==> src/logic/ascr_params.svh <==
// Register map, field positions, reset values and timing of the converter control block
`ifndef ASCR_PARAMS_SVH
`define ASCR_PARAMS_SVH

// Printed register indices; byte address is four times the index
`define ASCR_IDX_CSR 8'h70
`define ASCR_IDX_RES_UPPER 8'h71
`define ASCR_IDX_RES_LOWER 8'h72
`define ASCR_IDX_EVT_STATUS 8'h73
`define ASCR_IDX_EVT_MASK 8'h74

// Control/status fields
`define ASCR_CSR_DONE_BIT 7
`define ASCR_CSR_SPEED_BIT 6
`define ASCR_CSR_ON_BIT 5
`define ASCR_CSR_RSVD_BIT 4
`define ASCR_CSR_CH_MSB 3
`define ASCR_CSR_CH_LSB 0

// Event status and mask fields
`define ASCR_EVT_DONE_BIT 0
`define ASCR_EVT_SETTLED_BIT 1
`define ASCR_EVT_WIDTH 2

// Reset values
`define ASCR_CSR_RESET 8'h00
`define ASCR_RES_UPPER_RESET 8'h00
`define ASCR_RES_LOWER_RESET 8'h00
`define ASCR_EVT_RESET 2'h0

// Converter clock dividers
`define ASCR_DIV_SLOW 3'h4
`define ASCR_DIV_FAST 3'h2

// Timing
`define ASCR_CLK_PERIOD_NS 20
`define ASCR_WAKE_SETTLE_NS 20000
`define ASCR_SAMPLE_TICKS 4

`endif

==> src/logic/ascr_pkg.sv <==
// Types shared by the converter control modules
package ascr_pkg;

  typedef logic [9:0] ascr_result_t;
  typedef logic [3:0] ascr_channel_t;

  typedef enum logic [2:0] {
    SEQ_IDLE = 3'b001,
    SEQ_SAMPLE = 3'b010,
    SEQ_CONVERT = 3'b100
  } ascr_seq_state_e;

endpackage

==> src/logic/ascr_conv_if.sv <==
// Link between the register logic and the approximation sequencer
`timescale 1ns/1ps
`default_nettype none

interface ascr_conv_if;
  import ascr_pkg::*;

  logic run;
  logic restart;
  logic done;
  ascr_result_t result;

  modport ctrl (output run, output restart, input done, input result);
  modport seq (input run, input restart, output done, output result);
endinterface

`default_nettype wire

==> src/logic/ascr_sar_seq.sv <==
// Successive-approximation sequencer: sample phase then ten bit trials
`timescale 1ns/1ps
`default_nettype none
`include "ascr_params.svh"

module ascr_sar_seq
  import ascr_pkg::*;
#(
  parameter int SAMPLE_TICKS = `ASCR_SAMPLE_TICKS
) (
  input wire logic i_core_clk,
  input wire logic i_srst,
  input wire logic i_tick,
  input wire logic i_compare_high,
  ascr_conv_if.seq conv,
  output logic o_sample_hold,
  output ascr_result_t o_trial_code
);

  ascr_seq_state_e state_reg;
  logic [7:0] sample_cnt_reg;
  ascr_result_t acc_reg;
  ascr_result_t bit_reg;

  always_ff @(posedge i_core_clk) begin
    if (i_srst || !conv.run) begin
      conv.result <= 10'h000;
      state_reg <= SEQ_IDLE;
      sample_cnt_reg <= 8'h00;
      acc_reg <= 10'h000;
      bit_reg <= 10'h200;
      conv.done <= 1'b0;
    end else if (conv.restart) begin
      state_reg <= SEQ_SAMPLE;
      sample_cnt_reg <= 8'h00;
      acc_reg <= 10'h000;
      bit_reg <= 10'h200;
      conv.done <= 1'b0;
    end else begin
      conv.done <= 1'b0;
      unique case (state_reg)
        SEQ_IDLE: begin
          state_reg <= SEQ_SAMPLE;
        end
        SEQ_SAMPLE: begin
          if (i_tick) begin
            if (sample_cnt_reg == 8'(SAMPLE_TICKS - 1)) begin
              state_reg <= SEQ_CONVERT;
            end else begin
              sample_cnt_reg <= sample_cnt_reg + 8'h01;
            end
          end
        end
        SEQ_CONVERT: begin
          if (i_tick) begin
            // Keep the trial bit while the input is at or above it; saturates at both ends
            if (i_compare_high) begin
              acc_reg <= acc_reg | bit_reg;
            end
            bit_reg <= bit_reg >> 1;
            if (bit_reg == 10'h001) begin
              conv.done <= 1'b1;
              conv.result <= i_compare_high ? (acc_reg | bit_reg) : acc_reg;
              state_reg <= SEQ_SAMPLE;
              sample_cnt_reg <= 8'h00;
              bit_reg <= 10'h200;
              // Next conversion starts from an empty accumulator
              acc_reg <= 10'h000;
            end
          end
        end
      endcase
    end
  end

  always_ff @(posedge i_core_clk) begin
    if (i_srst) begin
      o_sample_hold <= 1'b0;
      o_trial_code <= 10'h000;
    end else begin
      o_sample_hold <= (state_reg == SEQ_SAMPLE) && conv.run && !conv.restart;
      o_trial_code <= acc_reg | bit_reg;
    end
  end

endmodule

`default_nettype wire

==> src/logic/ascr_tick_gen.sv <==
// Converter clock enable: one tick every two or four core clocks
`timescale 1ns/1ps
`default_nettype none
`include "ascr_params.svh"

module ascr_tick_gen
  import ascr_pkg::*;
(
  input wire logic i_core_clk,
  input wire logic i_srst,
  input wire logic i_enable,
  input wire logic i_fast,
  output logic o_tick
);

  logic [2:0] count_reg;
  logic [2:0] limit;

  assign limit = i_fast ? `ASCR_DIV_FAST : `ASCR_DIV_SLOW;

  always_ff @(posedge i_core_clk) begin
    if (i_srst || !i_enable) begin
      count_reg <= 3'h0;
      o_tick <= 1'b0;
    end else if (count_reg >= limit - 3'h1) begin
      count_reg <= 3'h0;
      o_tick <= 1'b1;
    end else begin
      count_reg <= count_reg + 3'h1;
      o_tick <= 1'b0;
    end
  end

endmodule

`default_nettype wire

==> src/logic/ascr_top.sv <==
// Converter control block: APB registers, converter clock and result handling
//
// How it works
// Done flag sets on completion; cleared by upper-byte read or any control write.
// Control register read/write except done flag, which ignores writes.
// Speed bit clear divides core clock by four, set divides by two.
// Clearing converter_on stops conversion; setting it starts converting.
// Software writes zero to reserved bit four; it reads back zero.
// Four channel_select bits pick input zero to fifteen in plain binary.
// Upper result register shows result bits nine down to two.
// Lower result register holds bits one and zero, upper six read zero.
// Reset clears control and both result registers to zero.
// Wait mode leaves the converter running unchanged.
// Halt disables the converter; software waits settle time after wake.
// Registers sit at indices 70h, 71h and 72h.
// While enabled, conversions of the selected channel repeat back to back.
// Channel change aborts conversion, clears done flag, restarts on new channel.
// Results update on every completion, unlatched; read lower then upper.
// Input beyond references saturates to all ones or zeros, no overflow flag.
// Each conversion takes fixed converter ticks, then results and flag load together.
// The converter itself raises no request; software polls the done flag. Here an unmasked done event in the event status register also drives o_irq.
`timescale 1ns/1ps
`default_nettype none
`include "ascr_params.svh"

module ascr_top
  import ascr_pkg::*;
#(
  parameter int ADDR_WIDTH = 12,
  parameter int SAMPLE_TICKS = `ASCR_SAMPLE_TICKS,
  parameter int WAKE_SETTLE_CYCLES =
    (`ASCR_WAKE_SETTLE_NS + `ASCR_CLK_PERIOD_NS - 1) / `ASCR_CLK_PERIOD_NS
) (
  input wire logic i_core_clk,
  input wire logic i_srst,
  input wire logic i_psel,
  input wire logic i_penable,
  input wire logic i_pwrite,
  input wire logic [ADDR_WIDTH-1:0] i_paddr,
  input wire logic [31:0] i_pwdata,
  output logic [31:0] o_prdata,
  output logic o_pready,
  output logic o_pslverr,
  input wire logic i_halt_mode,
  input wire logic i_compare_high,
  output ascr_channel_t o_channel_select,
  output logic o_converter_enable,
  output logic o_sample_hold,
  output ascr_result_t o_trial_code,
  output logic o_irq
);

  localparam int SETTLE_W = $clog2(WAKE_SETTLE_CYCLES + 1);

  // Register index of a byte address
  function automatic logic [ADDR_WIDTH-3:0] word_index(input logic [ADDR_WIDTH-1:0] addr);
    word_index = addr[ADDR_WIDTH-1:2];
  endfunction

  function automatic logic hits(input logic [ADDR_WIDTH-1:0] addr, input logic [7:0] idx);
    hits = (word_index(addr) == (ADDR_WIDTH-2)'(idx)) && (addr[1:0] == 2'b00);
  endfunction

  ascr_conv_if conv ();

  logic speed_reg;
  logic on_reg;
  ascr_channel_t channel_reg;
  logic done_reg;
  logic [7:0] res_upper_reg;
  logic [1:0] res_lower_reg;
  logic [`ASCR_EVT_WIDTH-1:0] evt_status_reg;
  logic [`ASCR_EVT_WIDTH-1:0] evt_mask_reg;
  logic restart_reg;
  logic halt_d_reg;
  logic settling_reg;
  logic [SETTLE_W-1:0] settle_cnt_reg;
  logic tick;

  logic setup;
  logic access_done;
  logic wr_csr;
  logic rd_upper;
  logic wr_evt_status;
  logic wr_evt_mask;
  logic mapped;
  logic run;
  logic settle_event;
  logic [`ASCR_EVT_WIDTH-1:0] evt_set;
  logic conv_done_ok;

  assign setup = i_psel && !i_penable;
  assign access_done = i_psel && i_penable && o_pready;
  assign mapped = hits(i_paddr, `ASCR_IDX_CSR) || hits(i_paddr, `ASCR_IDX_RES_UPPER) ||
    hits(i_paddr, `ASCR_IDX_RES_LOWER) || hits(i_paddr, `ASCR_IDX_EVT_STATUS) ||
    hits(i_paddr, `ASCR_IDX_EVT_MASK);
  assign wr_csr = access_done && i_pwrite && hits(i_paddr, `ASCR_IDX_CSR);
  assign rd_upper = access_done && !i_pwrite && hits(i_paddr, `ASCR_IDX_RES_UPPER);
  assign wr_evt_status = access_done && i_pwrite && hits(i_paddr, `ASCR_IDX_EVT_STATUS);
  assign wr_evt_mask = access_done && i_pwrite && hits(i_paddr, `ASCR_IDX_EVT_MASK);

  // Halt stops the converter; wait mode has no input here and so no effect
  assign run = on_reg && !i_halt_mode;
  assign settle_event = settling_reg && (settle_cnt_reg == SETTLE_W'(1));
  // Completions of an aborted or stopped conversion are dropped
  assign conv_done_ok = conv.done && run && !restart_reg;

  // APB handshake: one-cycle access phase, ready from a flop
  always_ff @(posedge i_core_clk) begin
    if (i_srst) begin
      o_pready <= 1'b0;
      o_pslverr <= 1'b0;
    end else begin
      o_pready <= setup;
      o_pslverr <= setup && !mapped;
    end
  end

  // Read data is captured in the setup cycle
  always_ff @(posedge i_core_clk) begin
    if (i_srst) begin
      o_prdata <= 32'h0000_0000;
    end else if (setup && !i_pwrite) begin
      o_prdata <= 32'h0000_0000;
      if (hits(i_paddr, `ASCR_IDX_CSR)) begin
        // Reserved bit reads zero
        o_prdata[7:0] <= {done_reg, speed_reg, on_reg, 1'b0, channel_reg};
      end else if (hits(i_paddr, `ASCR_IDX_RES_UPPER)) begin
        o_prdata[7:0] <= res_upper_reg;
      end else if (hits(i_paddr, `ASCR_IDX_RES_LOWER)) begin
        o_prdata[7:0] <= {6'h00, res_lower_reg};
      end else if (hits(i_paddr, `ASCR_IDX_EVT_STATUS)) begin
        o_prdata[`ASCR_EVT_WIDTH-1:0] <= evt_status_reg;
      end else if (hits(i_paddr, `ASCR_IDX_EVT_MASK)) begin
        o_prdata[`ASCR_EVT_WIDTH-1:0] <= evt_mask_reg;
      end
    end else if (!i_psel) begin
      o_prdata <= 32'h0000_0000;
    end
  end

  // Control fields; the done bit position is not writable
  always_ff @(posedge i_core_clk) begin
    if (i_srst) begin
      speed_reg <= 1'((`ASCR_CSR_RESET >> `ASCR_CSR_SPEED_BIT) & 8'h01);
      on_reg <= 1'b0;
      channel_reg <= 4'h0;
    end else if (wr_csr) begin
      speed_reg <= i_pwdata[`ASCR_CSR_SPEED_BIT];
      on_reg <= i_pwdata[`ASCR_CSR_ON_BIT];
      channel_reg <= i_pwdata[`ASCR_CSR_CH_MSB:`ASCR_CSR_CH_LSB];
    end
  end

  // Abort and restart on a channel change while running
  always_ff @(posedge i_core_clk) begin
    if (i_srst) begin
      restart_reg <= 1'b0;
    end else begin
      restart_reg <= wr_csr && run && i_pwdata[`ASCR_CSR_ON_BIT] &&
        (i_pwdata[`ASCR_CSR_CH_MSB:`ASCR_CSR_CH_LSB] != channel_reg);
    end
  end

  // Done flag: a completion in the clearing cycle wins
  always_ff @(posedge i_core_clk) begin
    if (i_srst) begin
      done_reg <= 1'b0;
    end else if (conv_done_ok) begin
      done_reg <= 1'b1;
    end else if (rd_upper || wr_csr) begin
      done_reg <= 1'b0;
    end
  end

  // Results follow every completion with no hold-off
  always_ff @(posedge i_core_clk) begin
    if (i_srst) begin
      res_upper_reg <= `ASCR_RES_UPPER_RESET;
      res_lower_reg <= 2'(`ASCR_RES_LOWER_RESET & 8'h03);
    end else if (conv_done_ok) begin
      res_upper_reg <= conv.result[9:2];
      res_lower_reg <= conv.result[1:0];
    end
  end

  // Settle count after leaving halt
  always_ff @(posedge i_core_clk) begin
    if (i_srst) begin
      halt_d_reg <= 1'b0;
      settling_reg <= 1'b0;
      settle_cnt_reg <= '0;
    end else begin
      halt_d_reg <= i_halt_mode;
      if (i_halt_mode) begin
        settling_reg <= 1'b0;
        settle_cnt_reg <= '0;
      end else if (halt_d_reg) begin
        settling_reg <= 1'b1;
        settle_cnt_reg <= SETTLE_W'(WAKE_SETTLE_CYCLES);
      end else if (settling_reg) begin
        settle_cnt_reg <= settle_cnt_reg - SETTLE_W'(1);
        if (settle_event) begin
          settling_reg <= 1'b0;
        end
      end
    end
  end

  // Sticky events, write one to clear, set wins
  assign evt_set = {settle_event, conv_done_ok};

  always_ff @(posedge i_core_clk) begin
    if (i_srst) begin
      evt_status_reg <= `ASCR_EVT_RESET;
    end else begin
      evt_status_reg <= evt_set |
        (evt_status_reg & ~(wr_evt_status ? i_pwdata[`ASCR_EVT_WIDTH-1:0] : `ASCR_EVT_RESET));
    end
  end

  always_ff @(posedge i_core_clk) begin
    if (i_srst) begin
      evt_mask_reg <= `ASCR_EVT_RESET;
    end else if (wr_evt_mask) begin
      evt_mask_reg <= i_pwdata[`ASCR_EVT_WIDTH-1:0];
    end
  end

  // Only the software-unmasked wrapper events reach the line
  always_ff @(posedge i_core_clk) begin
    if (i_srst) begin
      o_irq <= 1'b0;
    end else begin
      o_irq <= |(evt_status_reg & evt_mask_reg);
    end
  end

  always_ff @(posedge i_core_clk) begin
    if (i_srst) begin
      o_channel_select <= 4'h0;
      o_converter_enable <= 1'b0;
    end else begin
      o_channel_select <= channel_reg;
      o_converter_enable <= run;
    end
  end

  assign conv.run = run;
  assign conv.restart = restart_reg;

  ascr_tick_gen u_tick (
    .i_core_clk(i_core_clk),
    .i_srst(i_srst),
    .i_enable(run),
    .i_fast(speed_reg),
    .o_tick(tick)
  );

  ascr_sar_seq #(
    .SAMPLE_TICKS(SAMPLE_TICKS)
  ) u_seq (
    .i_core_clk(i_core_clk),
    .i_srst(i_srst),
    .i_tick(tick),
    .i_compare_high(i_compare_high),
    .conv(conv.seq),
    .o_sample_hold(o_sample_hold),
    .o_trial_code(o_trial_code)
  );

endmodule

`default_nettype wire

==> config.mk <==
export PLATFORM = sky130hd
export DESIGN_NAME = ascr_top
export DESIGN_NICKNAME = d
export VERILOG_FILES = /design/src/logic/ascr_pkg.sv /design/src/logic/ascr_conv_if.sv /design/src/logic/ascr_sar_seq.sv /design/src/logic/ascr_tick_gen.sv /design/src/logic/ascr_top.sv
export VERILOG_INCLUDE_DIRS = /design/src /design/src/logic
export SDC_FILE = /design/constraint.sdc
export NUM_CORES = 1
export LEC_CHECK = 0
export BUFFER_PORTS_ARGS = -buffer_cell sky130_fd_sc_hd__buf_2
export CORE_ASPECT_RATIO = 2
export CORE_MARGIN = 4
export CORE_UTILIZATION = 49
export DETAILED_ROUTE_END_ITERATION = 8
export PLACE_DENSITY = 0.76
export SLEW_MARGIN = 20
export SYNTH_ARGS = -nofsm -noshare
export SYNTH_HDL_FRONTEND = slang
export SYNTH_SLANG_ARGS = --single-unit
export TNS_END_PERCENT = 100
==> constraint.sdc <==
create_clock -name i_core_clk -period 2.05 [get_ports i_core_clk]
set_clock_uncertainty 0.2 [all_clocks]
set_input_delay 0.3075 -clock i_core_clk [delete_from_list [all_inputs] [get_ports i_core_clk]]
set_output_delay 0.3075 -clock i_core_clk [all_outputs]
set_load 0.01 [all_outputs]
* Yosys cells after proc, flatten, opt, wreduce, memory -nomap -nowiden
Cells that the tools add are included.
** Cells by class
- Bitwise gates (word level) :: 8
- Equal/unequal tests :: 22
- Order comparisons :: 1
- $add $sub $neg :: 4
- Muxes and demuxes :: 32
- Reductions and logical operators :: 52
** Operators with widths (number)
- $mux 8 :: 8
- $eq 10x7->1 const B :: 5
- $mux 10 :: 5
- $logic_and 1x1->1 :: 25
- $eq 10x1->1 const B :: 2
- $pmux 8 s2 :: 1
- $mux 3 :: 5
- $reduce_and 4->1 :: 3
- $mux 2 :: 5
- $or 10x10->10 :: 1
- $sub 10x1->10 const B :: 1
- $pmux 3 s3 :: 1
- $add 8x1->8 const B :: 1
- $eq 8x2->1 const B :: 1
- $reduce_or 2->1 :: 4
- $mux 1 :: 7
- $logic_not 1->1 :: 6
- $logic_or 1x1->1 :: 6
- $ne 2x1->1 const B :: 3
- $ne 2x2->1 const B :: 3
- $ne 3x2->1 const B :: 2
- $ne 3x3->1 const B :: 2
- $reduce_bool 2->1 :: 3
- $reduce_and 5->1 :: 1
- 15 further kinds :: 18
** Word-level totals
- Register bits :: 107
- Logic and storage cells :: 149
- Input bits :: 51

* Depth between registers and ports, before layout
- Depth in word-level cells :: 8
- Gate-level depth with buffers :: 6
- Mapped depth without buffers :: 6

* Modules after synthesis
Synthesis repeated with hierarchy kept, for this count alone.
** Second synthesis, totals
- Cell total of the unflattened synthesis :: 510
- Area, all modules :: 4440.5 um^2
** By module, submodules not included
- ascr_top :: area each 2308.5 um^2, cells an instance 268, instances 1, sequential area each 1001.0 um^2
- ascr_sar_seq :: area each 1980.6 um^2, cells an instance 230, instances 1, sequential area each 1061.0 um^2
- ascr_tick_gen :: area each 151.4 um^2, cells an instance 12, instances 1, sequential area each 80.1 um^2

* Least setup slack after synthesis
Ideal clock, no wire load.
- Path type :: register -> register
- Start point :: reg u_seq.sample_cnt_reg[0]
- End point :: reg u_seq.sample_cnt_reg[6]
- Library setup time :: 129 ps
- Arrival :: 1618 ps
- Stages on the path, launching flop included :: 6
- Setup slack :: 102 ps
- Buffers on the path :: 0
- Period minus slack after synthesis :: 1948 ps
- Path through :: dfxtp_1 > ha_1 > or4b_2 > o21ai_0 > nor4_1 > mux2i_1
** On the way
- Word-level cells in the longest chain between the ends :: 4
- Elaborated cells on any way between the ends :: 7
** RTL lines
- start, declared :: line ascr_sar_seq.sv:21 : logic [7:0] sample_cnt_reg;
- start signal, assigned :: line ascr_sar_seq.sv:50 : sample_cnt_reg <= sample_cnt_reg + 8'h01;
- $add 8x1->8 :: line ascr_sar_seq.sv:50
- $mux 8 :: line ascr_sar_seq.sv:47 : if (sample_cnt_reg == 8'(SAMPLE_TICKS - 1)) begin
- $mux 8 :: line ascr_sar_seq.sv:46 : if (i_tick) begin
- $pmux 8 s2 :: line ascr_sar_seq.sv:41 : unique case (state_reg)
Parallel ways exist; a longest one is shown, timed or not. The select of a mux whose other input is x is not followed.
A chain may end at the register's enable or synchronous reset.

* Worst setup path after layout
- Start point :: reg u_seq.bit_reg[0]
- End point :: reg u_seq.conv.result[2]
** On the way
- Word-level cells in the longest chain between the ends :: 2
** RTL lines
- start, declared :: line ascr_sar_seq.sv:23 : ascr_result_t bit_reg;
- start signal, assigned :: line ascr_sar_seq.sv:60 : bit_reg <= bit_reg >> 1;
- $eq 10x1->1 :: line ascr_sar_seq.sv:61 : if (bit_reg == 10'h001) begin
- $reduce_and 4->1 (no source line)
- end signal, assigned :: line ascr_sar_seq.sv:63 : conv.result <= i_compare_high ? (acc_reg | bit_reg) : acc_reg;
- end, declared :: line ascr_conv_if.sv:14 : modport seq (input run, input restart, output done, output result);
Every way passes these cells.

==> flow_metrics.py <==
metrics = {
    "outcome": {
        "run_status": "complete, no violations",
    },
    "sta": {
        "setup-tns-final_ns": 0,
        "rsz0062_at_grt": "no",
        "setup_slack_ns": 0.0807,
        "slew_headroom_pct": 65.6,
        "finalHoldViolations": 0,
        "finalMaxSlewViolations": 0,
        "period_share_pct": 96.1,
        "period_needed_ns": 1.97,
        "fmax_mhz": 508,
        "timing.final.setup_violations": 0,
        "worstMarginPinSlew_ns": 0.513,
    },
    "setup_path": {
        "critical_path.top_delay_family": "simple AND/OR/NAND/NOR gates",
        "crit_path_max_incr_delay_ns": 0.41,
        "worstPathCellList": "nor4b_4 > buf_4 > nand4_2 > buf_12 > or3_1 > a21oi_1",
        "setup_cp_type": "reg -> reg",
        "cp_slowest_cell": "dfxtp_1",
        "timing.critical_path.required_ns": 2.12,
        "worstPathMaxFanout": 27,
        "critPathCaptureType": "flop",
        "crit_arrival_ns": 2.04,
        "critical_path.n_buffers_inverters": 2,
        "worstSetupStartpointType": "flop",
    },
    "floorplan": {
        "die_height_um": 147,
        "start_util_pct": 50.3,
        "die_area_um2": 11400,
        "ios": 102,
        "rows": 50,
        "die_width_um": 77.4,
        "floorplan.core_area_um2": 9380,
    },
    "route": {
        "vias_per_cell": 5.67,
        "route.detailed.drc": 0,
        "routed_wire_length_per_instance_um": 15.8,
        "drt-total-wl_um": 11300,
        "drt-pass1-iter-count": 4,
        "route.vias.total": 4048,
        "detail_route.iter0.violations": 218,
        "antenna_violating_nets_post_route": 0,
    },
    "power": {
        "power.total_mw": 3.94,
        "power_density_nw_per_um2": 713,
        "total_leakage_power_nw": 2.18,
        "ir_worst_vdd_mv": 0.470,
    },
    "clocking": {
        "cts_tree": "done",
        "clock-root-buffer": "clkbuf_16",
        "cts-buffers-inserted": 9,
        "clk_latency_ns": 0.34,
        "ctsLongestPathBuffers": 2,
        "clkSinkCount": 107,
        "cts.htree.levels": 3,
        "clk_pin_slew_worst_paths_ns": 0.07,
    },
    "synth": {
        "synth.cell_area_um2": 4720,
        "adder_cell_share_of_the_synthesized_area_pct": 1.32,
        "yosysTopAreaCellShare_pct": 45.4,
        "synth_edf_count": 0,
        "synth_top_cells_by_area": "dfxtp_1 45%, a21oi_1 6.8%, nor2_1 4.7%",
        "yosysTopAreaCell": "dfxtp_1",
        "synth_async_sr_flop_share_pct": 0,
        "seq_area_frac_synth_pct": 45.4,
        "synth_compound_gate_area_share_pct": 14.1,
        "postSynthRegisterBits": 107,
        "synth_area_per_cell_um2": 8.86,
        "synth_simple_gate_area_share_pct": 25.5,
        "synth_cell_types": 60,
        "post_synth_inst_count": 533,
        "yosys_warnings": 0,
        "synth_xor_xnor_area_share_pct": 2.78,
        "synth_top_family_by_area": "simple AND/OR/NAND/NOR gates",
        "synth_ff_type": "dfxtp_1",
        "post_synth_mux_area_share_pct": 3.95,
    },
    "final_layout": {
        "layout-area-overhead-vs-synth_pct": 17.0,
        "drive_above_1_share_pct": 20.8,
        "n_antenna_cell": 0,
        "num-nets-final": 663,
    },
    "min_path": {
        "worst_hold_path_type": "in -> reg",
    },
    "grt": {
        "global_route.usage.total_pct": 20.3,
        "grt_start_max_net_pins": 28,
        "globalRoute.totalOverflow": 0,
        "number_of_antenna_violations_at_the_first_check_in_global_routing": 0,
        "first_global_vias": 4016,
        "global_route_wire_length_before_repair_um": 18400,
    },
    "place": {
        "port_buffers": 51,
        "routabilityCongestion": 0.922,
        "dpl.hpwl_um": 8440,
        "pre_cts_ws_ns": 0.0496,
    },
    "flow_run": {
        "maxCapViolCount": 0,
    },
}
==> cell families after synthesis <==
| logic type | count (synthesis) |
|---|---|
| simple gates | 215 |
| buf+inv | 58 |
| xor+xnor | 15 |
| fa+ha+maj | 5 |
| other cells | 1 |
| mux | 18 |
| flops | 107 |
| compound gates | 114 |
==> what timing repair did <==
action,4_1_cts,5_1_grt
gates resized for setup,0,6
hold endpoints to repair,1,0
setup buffers,0,2
hold buffers,1,0
setup endpoints to repair,0,12
==> layer usage <==
layer / GRT usage (%) / vias to the layer above / share of wire, %
met5: 0 / - / 0
met2: 38.8 / 105 / 57
met3: 3.87 / 27 / 3.5
li1: - / 1976 / -
met4: 12.0 / 0 / 4.2
met1: 19.5 / 1940 / 35
==> worst paths after layout <==
kind | from | endpoint | slack [ns] | cells past startpoint
hold / removal | i_pwdata[6] | speed_reg | 0.003 | 3
setup reg to reg | u_seq.bit_reg[0] | u_seq.conv.result[2] | 0.08 | 6
hold reg to reg | u_tick.count_reg[2] | u_tick.count_reg[0] | 0.22 | 1
setup / recovery | u_seq.bit_reg[0] | u_seq.conv.result[2] | 0.08 | 6
==> cell type report <==
class | count | area, um^2
inverter | 9 | 33.8
multi-input combinational | 391 | 2370
tap | 104 | 130
clock buffer | 10 | 229
sequential | 107 | 2140
timing repair buffer | 89 | 568
fill | 852 | 3860
clock inverter | 4 | 51.3
==> cells in the mapped netlist, drive strengths merged (6+ instances only) <==
cell type    n
dfxtp      107
a21oi       64
nor2        59
nand2       54
buf         33
or3         17
clkbuf      16
o21ai       14
mux2i       13
nand3       11
nor4        10
xor2        10
inv          9
nor2b        8
nor4b        7
o21a         7
a22oi        6
==> worst register-to-register path: stages, from the launching register on <==
cell,delay [ns]
dfxtp_1,0.41
nor4b_4,0.25
buf_4,0.18
nand4_2,0.13
buf_12,0.20
or3_1,0.37
a21oi_1,0.16
==> layout by cell type, fill, tap and decap left out, types with 3 or more instances in the layout <==
cell       netlist  routed
ha_1             5       4
nor2_1          59      59
nand3b_1         3       3
and4_1           3       3
clkbuf_16        0       9
a22oi_1          6       6
o21ai_1          2       3
o41ai_1          3       3
nor4b_1          4       3
nand2b_1         5       5
nand3_1         11      11
nand2_1         54      54
or3b_2           4       4
nor3_1           5       5
inv_1            9       9
or4_1            5       5
buf_4           24      35
buf_2            5      51
conb_1           1      24
xnor2_1          5       5
dfxtp_1        107     107
a21oi_1         64      64
or3_1           17      17
a21o_1           4       4
o21a_1           7       7
nor4b_2          2       3
mux2i_1         13      13
nor2b_1          8       8
and3_1           3       3
o21ai_0         12      11
nand4_1          4       4
mux2_2           5       5
nor4_1           7       7
xor2_1          10      10
==> metrics by stage <==
stage	cells	cell area (um^2)	utilization [%]	hold WS, ns
after floorplan	556	4810	-	0.187
after global placement	697	5190	55.3	0.208
final	714	5520	58.9	0.00289
after CTS	712	5480	58.4	0.00237
after detailed placement	697	5190	55.3	0.227
after global routing	714	5520	58.9	0.0379
==> power breakdown <==
part | switching, mW | internal, mW | total [mW]
clock network | 0.728 | 0.936 | 1.66
registers | 0.0113 | 2.09 | 2.10
logic | 0.109 | 0.0664 | 0.176
(Power assumes the default switching activity.)
